## src/logic/arith_datapath_cfg.svh

```systemverilog
// Constants of the arithmetic register datapath
// Assumes inclusion by bare name from the package and the design files
`ifndef ARITH_DATAPATH_CFG_SVH
`define ARITH_DATAPATH_CFG_SVH
`define WORD_W        48
`define EXP_LO        36
`define EXP_HI        46
`define EXP_W         11
`define ADDR_W        15
`define STEP_W        15
`define OP_SEL_SUB    6'h23
`define OP_MASK_EQ    6'h36
`define OP_MASK_THR   6'h37
`define WORD_RST      48'h000000000000
`endif

```

## src/logic/arith_datapath_pkg.sv

```systemverilog
// Types of the arithmetic register datapath
// Assumes the cfg header is on the include path
`include "arith_datapath_cfg.svh"
package arith_datapath_pkg;
  typedef logic [`WORD_W-1:0] word_t;
  typedef enum logic [1:0] {
    SH_NONE,
    SH_LEFT,
    SH_RIGHT
  } shift_dir_t;
endpackage

```

## src/logic/step_counter.sv

```systemverilog
// Step-control count for multiply, divide and shift
// Assumes one-cycle load and decrement strobes from the sequencer
`timescale 1ns/1ps
`include "arith_datapath_cfg.svh"
module step_counter #(
  parameter int W = `STEP_W
) (
  input  wire logic         clk,
  input  wire logic         nrst,
  input  wire logic         load,
  input  wire logic [W-1:0] load_val,
  input  wire logic         dec,
  output logic [W-1:0]      count,
  output logic              done
);
  logic [W-1:0] cnt_ff;

  always_ff @(posedge clk) begin
    if (!nrst) begin
      cnt_ff <= '0;
    end else if (load) begin
      cnt_ff <= load_val;
    end else if (dec && cnt_ff != '0) begin
      cnt_ff <= cnt_ff - W'(1);
    end
  end

  assign count = cnt_ff;
  assign done  = (cnt_ff == '0);

  a_count_dec: assert property (@(posedge clk) disable iff (!nrst)
    dec && !load && cnt_ff != '0 |=> cnt_ff == $past(cnt_ff) - W'(1))
    else $error("step count did not decrease by one");
endmodule

```

## src/logic/arith_register_datapath.sv

```systemverilog
// Accumulator, auxiliary and exchange register datapath
// Assumes a control sequencer issuing one-cycle command strobes on clk
`timescale 1ns/1ps
`include "arith_datapath_cfg.svh"
module arith_register_datapath #(
  parameter int W = `WORD_W
) (
  input  wire logic                        clk,
  input  wire logic                        nrst,
  // Accumulator commands
  input  wire logic                        acc_load_mem,
  input  wire arith_datapath_pkg::word_t   mem_word,
  input  wire logic                        acc_add_x,
  input  wire logic                        acc_sub_x,
  input  wire logic                        acc_rank_fwd,
  input  wire logic                        acc_from_aux,
  input  wire logic                        sel_substitute,
  input  wire arith_datapath_pkg::shift_dir_t shift_dir,
  input  wire logic                        shift_paired,
  // Auxiliary commands
  input  wire logic                        aux_from_acc,
  input  wire logic                        aux_rank_up,
  input  wire logic                        aux_rank_down,
  // Exchange commands
  input  wire logic                        x_from_acc,
  input  wire logic                        x_from_mem,
  input  wire logic                        x_from_input,
  input  wire arith_datapath_pkg::word_t   input_word,
  input  wire logic                        x_exp_load,
  input  wire logic [`EXP_W-1:0]           exp_result,
  input  wire logic                        x_addr_load,
  input  wire logic [`ADDR_W-1:0]          mod_addr,
  input  wire logic                        x_logical_product,
  input  wire logic                        fetch_next_word_sequence,
  input  wire logic                        x_rank_fwd,
  input  wire logic                        ret_jump,
  input  wire logic [`ADDR_W-1:0]          program_counter_rank,
  // Step control
  input  wire logic                        step_load,
  input  wire logic [`STEP_W-1:0]          step_val,
  input  wire logic                        step_from_x,
  input  wire logic                        step_dec,
  // Outputs
  output arith_datapath_pkg::word_t        accumulator,
  output arith_datapath_pkg::word_t        aux_first_rank,
  output arith_datapath_pkg::word_t        aux_second_rank,
  output arith_datapath_pkg::word_t        exchange_input_rank,
  output arith_datapath_pkg::word_t        exchange_output_rank,
  output arith_datapath_pkg::word_t        store_word,
  output arith_datapath_pkg::word_t        search_mask,
  output logic [`EXP_W-1:0]                exponent_subtractive_accumulator,
  output logic [`STEP_W-1:0]               step_control_rank,
  output logic                             step_done
);
  import arith_datapath_pkg::*;

  // ----------------------------------------------------------------
  // Registers
  // ----------------------------------------------------------------
  word_t acc1_ff;
  word_t acc2_ff;
  word_t aux1_ff;
  word_t aux2_ff;
  word_t x1_ff;
  word_t x2_ff;
  logic [`EXP_W-1:0] exp_ff;
  word_t nxt_acc1;
  word_t nxt_aux2;
  logic  step_src;
  logic [`STEP_W-1:0] step_in;
  logic  x_idle;

  // ----------------------------------------------------------------
  // Shift helpers
  // ----------------------------------------------------------------
  function automatic word_t rot_left(input word_t v);
    rot_left = {v[W-2:0], v[W-1]};
  endfunction

  function automatic word_t ext_right(input word_t v);
    ext_right = {v[W-1], v[W-1:1]};
  endfunction

  // ----------------------------------------------------------------
  // Accumulator and auxiliary next values
  // ----------------------------------------------------------------
  always_comb begin
    nxt_acc1 = acc1_ff;
    nxt_aux2 = aux2_ff;
    if (shift_dir == SH_LEFT && shift_paired) begin
      // 96-bit circular left
      nxt_acc1 = {acc1_ff[W-2:0], aux2_ff[W-1]};
      nxt_aux2 = {aux2_ff[W-2:0], acc1_ff[W-1]};
    end else if (shift_dir == SH_RIGHT && shift_paired) begin
      nxt_acc1 = ext_right(acc1_ff);
      nxt_aux2 = {acc1_ff[0], aux2_ff[W-1:1]};
    end else if (shift_dir == SH_LEFT) begin
      nxt_acc1 = rot_left(acc1_ff);
    end else if (shift_dir == SH_RIGHT) begin
      nxt_acc1 = ext_right(acc1_ff);
    end else if (acc_load_mem) begin
      nxt_acc1 = mem_word;
    end else if (acc_add_x) begin
      nxt_acc1 = acc1_ff + x2_ff;
    end else if (acc_sub_x) begin
      nxt_acc1 = acc1_ff - x2_ff;
    end else if (sel_substitute) begin
      nxt_acc1 = (acc1_ff & ~aux1_ff) | (mem_word & aux1_ff);
    end else if (acc_from_aux) begin
      nxt_acc1 = aux2_ff;
    end
    if (aux_rank_down) begin
      nxt_aux2 = aux1_ff;
    end
  end

  // ----------------------------------------------------------------
  // Accumulator ranks
  // ----------------------------------------------------------------
  always_ff @(posedge clk) begin
    if (!nrst) begin
      acc1_ff <= `WORD_RST;
    end else begin
      acc1_ff <= nxt_acc1;
    end
  end

  always_ff @(posedge clk) begin
    if (!nrst) begin
      acc2_ff <= `WORD_RST;
    end else if (acc_rank_fwd) begin
      acc2_ff <= acc1_ff;
    end
  end

  // ----------------------------------------------------------------
  // Auxiliary ranks
  // ----------------------------------------------------------------
  always_ff @(posedge clk) begin
    if (!nrst) begin
      aux1_ff <= `WORD_RST;
    end else if (aux_from_acc) begin
      aux1_ff <= acc2_ff;
    end else if (aux_rank_up) begin
      aux1_ff <= aux2_ff;
    end
  end

  always_ff @(posedge clk) begin
    if (!nrst) begin
      aux2_ff <= `WORD_RST;
    end else begin
      aux2_ff <= nxt_aux2;
    end
  end

  // ----------------------------------------------------------------
  // Exchange input rank, no instruction path
  // ----------------------------------------------------------------
  always_ff @(posedge clk) begin
    if (!nrst) begin
      x1_ff <= `WORD_RST;
    end else if (fetch_next_word_sequence) begin
      x1_ff <= `WORD_RST;
    end else if (x_from_acc) begin
      x1_ff <= `WORD_RST | acc1_ff;
    end else if (x_from_mem) begin
      x1_ff <= `WORD_RST | mem_word;
    end else if (x_from_input) begin
      x1_ff <= `WORD_RST | input_word;
    end else if (x_exp_load) begin
      x1_ff <= word_t'(exp_result) << `EXP_LO;
    end else if (x_addr_load) begin
      x1_ff <= {{(W-`ADDR_W){1'b0}}, mod_addr};
    end else if (x_logical_product) begin
      x1_ff <= aux1_ff & x2_ff;
    end
  end

  // ----------------------------------------------------------------
  // Exchange output rank
  // ----------------------------------------------------------------
  always_ff @(posedge clk) begin
    if (!nrst) begin
      x2_ff <= `WORD_RST;
    end else if (ret_jump) begin
      x2_ff <= {{(W-`ADDR_W){1'b0}}, program_counter_rank + `ADDR_W'(1)};
    end else if (x_rank_fwd) begin
      x2_ff <= x1_ff;
    end
  end

  // ----------------------------------------------------------------
  // Exponent unit
  // ----------------------------------------------------------------
  assign x_idle = !(step_from_x | x_rank_fwd | x_from_mem | x_addr_load | x_from_acc
                    | x_exp_load | ret_jump | fetch_next_word_sequence
                    | x_logical_product | x_from_input);

  always_ff @(posedge clk) begin
    if (!nrst) begin
      exp_ff <= '0;
    end else if (x_exp_load) begin
      exp_ff <= exp_ff;
    end else if (x_idle) begin
      exp_ff <= x1_ff[`EXP_HI:`EXP_LO];
    end
  end

  // ----------------------------------------------------------------
  // Step control
  // ----------------------------------------------------------------
  assign step_src = step_load | step_from_x;
  assign step_in  = step_from_x ? x1_ff[`STEP_W-1:0] : step_val;

  step_counter #(.W(`STEP_W)) u_step (
    .clk      (clk),
    .nrst     (nrst),
    .load     (step_src),
    .load_val (step_in),
    .dec      (step_dec),
    .count    (step_control_rank),
    .done     (step_done)
  );

  // ----------------------------------------------------------------
  // Outputs
  // ----------------------------------------------------------------
  assign accumulator                      = acc1_ff;
  assign aux_first_rank                   = aux1_ff;
  assign aux_second_rank                  = aux2_ff;
  assign exchange_input_rank              = x1_ff;
  assign exchange_output_rank             = x2_ff;
  assign store_word                       = x1_ff;
  assign search_mask                      = aux1_ff;
  assign exponent_subtractive_accumulator = exp_ff;

  // ----------------------------------------------------------------
  // Checks
  // ----------------------------------------------------------------
  a_rot_left: assert property (@(posedge clk) disable iff (!nrst)
    shift_dir == SH_LEFT && !shift_paired |=> acc1_ff == rot_left($past(acc1_ff)))
    else $error("accumulator left shift not circular");
  a_ext_right: assert property (@(posedge clk) disable iff (!nrst)
    shift_dir == SH_RIGHT && !shift_paired |=> acc1_ff == ext_right($past(acc1_ff)))
    else $error("accumulator right shift lost sign");
  a_pair_right: assert property (@(posedge clk) disable iff (!nrst)
    shift_dir == SH_RIGHT && shift_paired && !aux_rank_down
    |=> aux2_ff[W-1] == $past(acc1_ff[0]))
    else $error("paired right shift bit not in auxiliary top");
  a_pair_left: assert property (@(posedge clk) disable iff (!nrst)
    shift_dir == SH_LEFT && shift_paired && !aux_rank_down
    |=> aux2_ff[0] == $past(acc1_ff[W-1]) && acc1_ff[0] == $past(aux2_ff[W-1]))
    else $error("paired left shift bit lost");
  a_aux_dup: assert property (@(posedge clk) disable iff (!nrst)
    aux_from_acc |=> aux1_ff == $past(acc2_ff))
    else $error("auxiliary did not duplicate accumulator");
  a_x_clear: assert property (@(posedge clk) disable iff (!nrst)
    fetch_next_word_sequence |=> x1_ff == `WORD_RST)
    else $error("exchange input rank not cleared");
  a_x_cleared_load: assert property (@(posedge clk) disable iff (!nrst)
    x_from_mem && !fetch_next_word_sequence && !x_from_acc |=> x1_ff == $past(mem_word))
    else $error("exchange load kept stale ones");
  a_ret_jump: assert property (@(posedge clk) disable iff (!nrst)
    ret_jump |=> x2_ff[`ADDR_W-1:0] == $past(program_counter_rank) + `ADDR_W'(1))
    else $error("return address not forced");
  a_sel_sub: assert property (@(posedge clk) disable iff (!nrst)
    sel_substitute && shift_dir == SH_NONE && !acc_load_mem && !acc_add_x && !acc_sub_x
    |=> acc1_ff == (($past(acc1_ff) & ~$past(aux1_ff)) | ($past(mem_word) & $past(aux1_ff))))
    else $error("selective substitute wrong");
  a_pair_racc: assert property (@(posedge clk) disable iff (!nrst)
    shift_dir == SH_RIGHT && shift_paired |=> acc1_ff == ext_right($past(acc1_ff)))
    else $error("paired right shift lost accumulator sign");
  a_aux_hold: assert property (@(posedge clk) disable iff (!nrst)
    !aux_from_acc && !aux_rank_up |=> aux1_ff == $past(aux1_ff))
    else $error("auxiliary first rank moved without command");
  a_aux_up: assert property (@(posedge clk) disable iff (!nrst)
    aux_rank_up && !aux_from_acc |=> aux1_ff == $past(aux2_ff))
    else $error("auxiliary rank transfer up wrong");
  a_aux2_hold: assert property (@(posedge clk) disable iff (!nrst)
    shift_dir == SH_NONE && !aux_rank_down |=> aux2_ff == $past(aux2_ff))
    else $error("auxiliary second rank moved without command");
  a_acc2_fwd: assert property (@(posedge clk) disable iff (!nrst)
    acc_rank_fwd |=> acc2_ff == $past(acc1_ff))
    else $error("accumulator rank transfer wrong");
  a_store_aux: assert property (@(posedge clk) disable iff (!nrst)
    acc_from_aux && shift_dir == SH_NONE && !acc_load_mem && !acc_add_x && !acc_sub_x
    && !sel_substitute |=> acc1_ff == $past(aux2_ff))
    else $error("auxiliary word not routed to accumulator");
  a_add_augend: assert property (@(posedge clk) disable iff (!nrst)
    acc_add_x && shift_dir == SH_NONE && !acc_load_mem
    |=> acc1_ff == $past(acc1_ff) + $past(x2_ff))
    else $error("adder did not take exchange output rank");
  a_sub_operand: assert property (@(posedge clk) disable iff (!nrst)
    acc_sub_x && shift_dir == SH_NONE && !acc_load_mem && !acc_add_x
    |=> acc1_ff == $past(acc1_ff) - $past(x2_ff))
    else $error("subtrahend not taken from exchange");
  a_acc_hold: assert property (@(posedge clk) disable iff (!nrst)
    shift_dir == SH_NONE && !acc_load_mem && !acc_add_x && !acc_sub_x && !sel_substitute
    && !acc_from_aux |=> acc1_ff == $past(acc1_ff))
    else $error("accumulator moved without command");
  a_x_exp_field: assert property (@(posedge clk) disable iff (!nrst)
    x_exp_load && !fetch_next_word_sequence && !x_from_acc && !x_from_mem && !x_from_input
    |=> x1_ff == word_t'($past(exp_result)) << `EXP_LO)
    else $error("exponent field not placed in exchange");
  a_x_addr_low: assert property (@(posedge clk) disable iff (!nrst)
    x_addr_load && !x_exp_load && !fetch_next_word_sequence && !x_from_acc && !x_from_mem
    && !x_from_input |=> x1_ff == word_t'($past(mod_addr)))
    else $error("address not placed in exchange low bits");
  a_x_and: assert property (@(posedge clk) disable iff (!nrst)
    x_logical_product && !x_addr_load && !x_exp_load && !fetch_next_word_sequence
    && !x_from_acc && !x_from_mem && !x_from_input
    |=> x1_ff == ($past(aux1_ff) & $past(x2_ff)))
    else $error("logical product wrong");
  a_x_only_cmds: assert property (@(posedge clk) disable iff (!nrst)
    !x_logical_product && !x_addr_load && !x_exp_load && !fetch_next_word_sequence
    && !x_from_acc && !x_from_mem && !x_from_input |=> x1_ff == $past(x1_ff))
    else $error("exchange input rank moved without command");
  a_x2_fwd: assert property (@(posedge clk) disable iff (!nrst)
    x_rank_fwd && !ret_jump |=> x2_ff == $past(x1_ff))
    else $error("exchange rank transfer wrong");
  a_exp_take: assert property (@(posedge clk) disable iff (!nrst)
    x_idle |=> exp_ff == $past(x1_ff[`EXP_HI:`EXP_LO]))
    else $error("exponent field not taken");
  a_exp_hold: assert property (@(posedge clk) disable iff (!nrst)
    x_exp_load |=> exp_ff == $past(exp_ff))
    else $error("exponent unit changed during result assembly");
  a_step_from_x: assert property (@(posedge clk) disable iff (!nrst)
    step_from_x |=> step_control_rank == $past(x1_ff[`STEP_W-1:0]))
    else $error("step count not taken from exchange");
  a_step_load: assert property (@(posedge clk) disable iff (!nrst)
    step_load && !step_from_x |=> step_control_rank == $past(step_val))
    else $error("step count not loaded");
endmodule

```

## config.mk

```make
export PLATFORM = sky130hd
export DESIGN_NAME = arith_register_datapath
export DESIGN_NICKNAME = d
export VERILOG_FILES = /design/src/logic/arith_datapath_pkg.sv /design/src/logic/step_counter.sv /design/src/logic/arith_register_datapath.sv
export VERILOG_INCLUDE_DIRS = /design/src /design/src/logic
export SDC_FILE = /design/constraint.sdc
export NUM_CORES = 1
export LEC_CHECK = 0
export BUFFER_PORTS_ARGS = -buffer_cell sky130_fd_sc_hd__buf_2
export CORE_AREA = 2 2 189 237
export CTS_CLUSTER_DIAMETER = 100
export DETAILED_ROUTE_END_ITERATION = 10
export DIE_AREA = 0 0 191 239
export PLACE_DENSITY = 0.82
export SLEW_MARGIN = 20
export SYNTH_ARGS = -nofsm -noshare
export SYNTH_HDL_FRONTEND = slang
export SYNTH_HIERARCHICAL = 1
export SYNTH_SLANG_ARGS = --single-unit
```

## constraint.sdc

```tcl
create_clock -name clk -period 4.4 [get_ports clk]
set_input_delay 0.44 -clock clk [delete_from_list [all_inputs] [get_ports clk]]
set_output_delay 0.44 -clock clk [all_outputs]
set_load 0.01 [all_outputs]
```

==> impl_metrics.yaml <==
setup_path:
  worstSetupPathType: "register to register"
  arrival_ps: 4290
  cp_max_fo: 8
  endpoint_kind: "register"
  startpoint_type: "register"
  worst_path_largest_cell_delay_ps: 570
  critPathRequiredTime_ps: 4810
  crit_chain: "inv_1 > ha_1 > o21a_1 > o31a_1 > o311ai_1 > o31ai_2 > a21oi_2 > o41ai_2 > a221oi_2 > and3_1 > o41ai_1 > a31oi_1"
  crit_slowest_cell: "o41ai_2"
global_routing:
  grt_max_degree: 79
  grtUsageMet3: 0.0951
  grtUsageMet2: 0.716
  grt_pass1_vias: 26500
  grt_pass1_wl_um: 157000
  gr-usage-met1: 0.526
  track_usage: 0.443
  antenna_found_initial: 5
  grt.overflow.total: 0
  top_usage_layer: "met2"
timing:
  min_period_ps: 3870
  tightest_slew_ps: 1140
  hold_viol: 0
  setup_viol: 0
  skew_ps: 15.1
  relSlewSlack: 0.239
  layout_worst_path_cycle_share: 0.881
  fmax_mhz: 258
  fin_setup_tns_ps: 0
  finalMaxSlewViolations: 0
  rsz0062_at_grt: "false"
cells_and_area:
  fillers: 4068
  synthToLayoutAreaGrowth_pct: 14.5
  layout_commonest_cell: "buf_2"
  layout_common_cells: "buf_2, nor2_1, a21oi_1"
  nets: 3883
  drive_gt1_frac: 0.201
route:
  antenna_left: 0
  wl_per_cell_um: 25.0
  first_pass_iters: 7
  route.vias.total: 27900
  drcViolationCount: 0
  drt-initial-drc-count: 3354
  vias_per_cell: 6.62
  wl_um: 105000
min_path:
  min-delay-path-class: "input pin to register"
floorplan:
  core_area_mm2: 0.0436
  die_height_um: 239
  die-area_mm2: 0.0456
  die_x_um: 191
  ioPinCount: 541
  initial_core_util: 0.553
  rows: 86
synth:
  syn_area_per_cell_um2: 7.27
  syn-num-nets: 3590
  synth_edf_count: 0
  ys_types: 100
  async_flop_share: 0
  ys.flop_type: "dfxtp_1"
  ys_ff_latch: 314
  yosysWarnings: 6
  seq_area_frac_synth: 0.261
  netlist_instances: 3314
  syn_area_mm2: 0.0241
power_and_ir_drop:
  p_leak_uw: 0.0123
  finalPower_uw: 9190
  irDropWorstVdd_v: 0.000301
  p_per_area_mw_per_mm2: 333
placement:
  hpwl_um: 75400
  place.gp.congestion: 1.06
  io_buffers: 540
clocking:
  clock_sinks: 314
  clockRootBuffer: "clkbuf_16"
  cts_buffers: 34
  postCtsSetupBuffers: 0
  h-tree-depth: 2
  clk_pin_slew_ps: 60
  clock_path_buffers: 3
  ctsHoldBuffers: 0
  cts_tree: "yes"
  cts-resized-gates: 0
  clock_latency_ps: 550
flow_run:
  maxCapViolCount: 0
outcome:
  status: "finished clean"
## per-layer routing
metal  up-vias  share of wire
met5         -        0.00024
met2      1997           0.45
met1     12900           0.36
li1      12400              -
met3       504           0.11
met4         4          0.073
## where the power goes
group          switching, uW  total (uW)  internal (uW)
registers                255        3230           2980
logic                   1710        2700            991
clock network           1290        3260           1970
total                   3260        9190           5940
## Yosys cell counts, types with 77 or more instances
| cell type | n | area share |
|---|---|---|
| nand2_1 | 272 | 0.042 |
| xnor2_1 | 77 | 0.028 |
| inv_1 | 110 | 0.017 |
| nor2_1 | 491 | 0.076 |
| a211oi_1 | 107 | 0.033 |
| mux2i_1 | 165 | 0.069 |
| ha_1 | 96 | 0.050 |
| a21oi_1 | 418 | 0.087 |
| o21ai_0 | 154 | 0.032 |
| nand3_1 | 80 | 0.017 |
| buf_4 | 97 | 0.030 |
| clkbuf_1 | 196 | 0.031 |
| dfxtp_1 | 314 | 0.26 |
## critical path, delay by kind of cell (launching register included)
family,cells,cell delay [ps]
AOI/OAI and AO/OA,9,2570
adders and majority gates,1,500
DFF,1,380
and+or+nand+nor,1,200
buffers and inverters,1,80
## metrics by stage
step | worst slack (ps) | area [um2] | hold slack, ps | cells | utilization
detailed placement | 635 | 26300 | 470 | 4143 | 0.604
CTS | 591 | 27600 | 223 | 4204 | 0.633
finish | 526 | 27600 | 230 | 4208 | 0.633
global placement | 727 | 26300 | 463 | 4143 | 0.604
floorplan | 1040 | 24100 | 454 | 3314 | -
global route | 249 | 27600 | 238 | 4207 | 0.633
## path summary, 6_finish.rpt
| check | startpoint | end | slack (ps) | cells after the start |
|---|---|---|---|---|
| max | exchange_output_rank[2] | register | 530 | 12 |
| min | program_counter_rank[11] | exchange_output_rank[11] | 230 | 3 |
| max reg2reg | exchange_output_rank[2] | register | 530 | 12 |
| min reg2reg | acc2_ff[15] | aux_first_rank[15] | 480 | 2 |
## cell families after synthesis
family | Yosys count | synth area share
muxes | 184 | 0.0774
AOI/OAI and AO/OA | 1088 | 0.291
and+or+nand+nor | 1074 | 0.197
adders and majority gates | 98 | 0.0515
xor gates and xnor gates | 90 | 0.0327
buffers and inverters | 466 | 0.0894
DFF | 314 | 0.261
## final cells by class
type | instances | area [um2] | area share
Multi-Input combinational cell | 2534 | 15700 | 0.569
Inverter | 122 | 463 | 0.0168
Clock buffer | 49 | 1020 | 0.0370
Tap cell | 572 | 716 | 0.0259
Antenna cell | 4 | 10.0 | 0.000363
Clock inverter | 12 | 215 | 0.00780
Timing Repair Buffer | 601 | 3190 | 0.116
Sequential cell | 314 | 6290 | 0.228
Note: power is estimated with default switching activity, not from simulation.
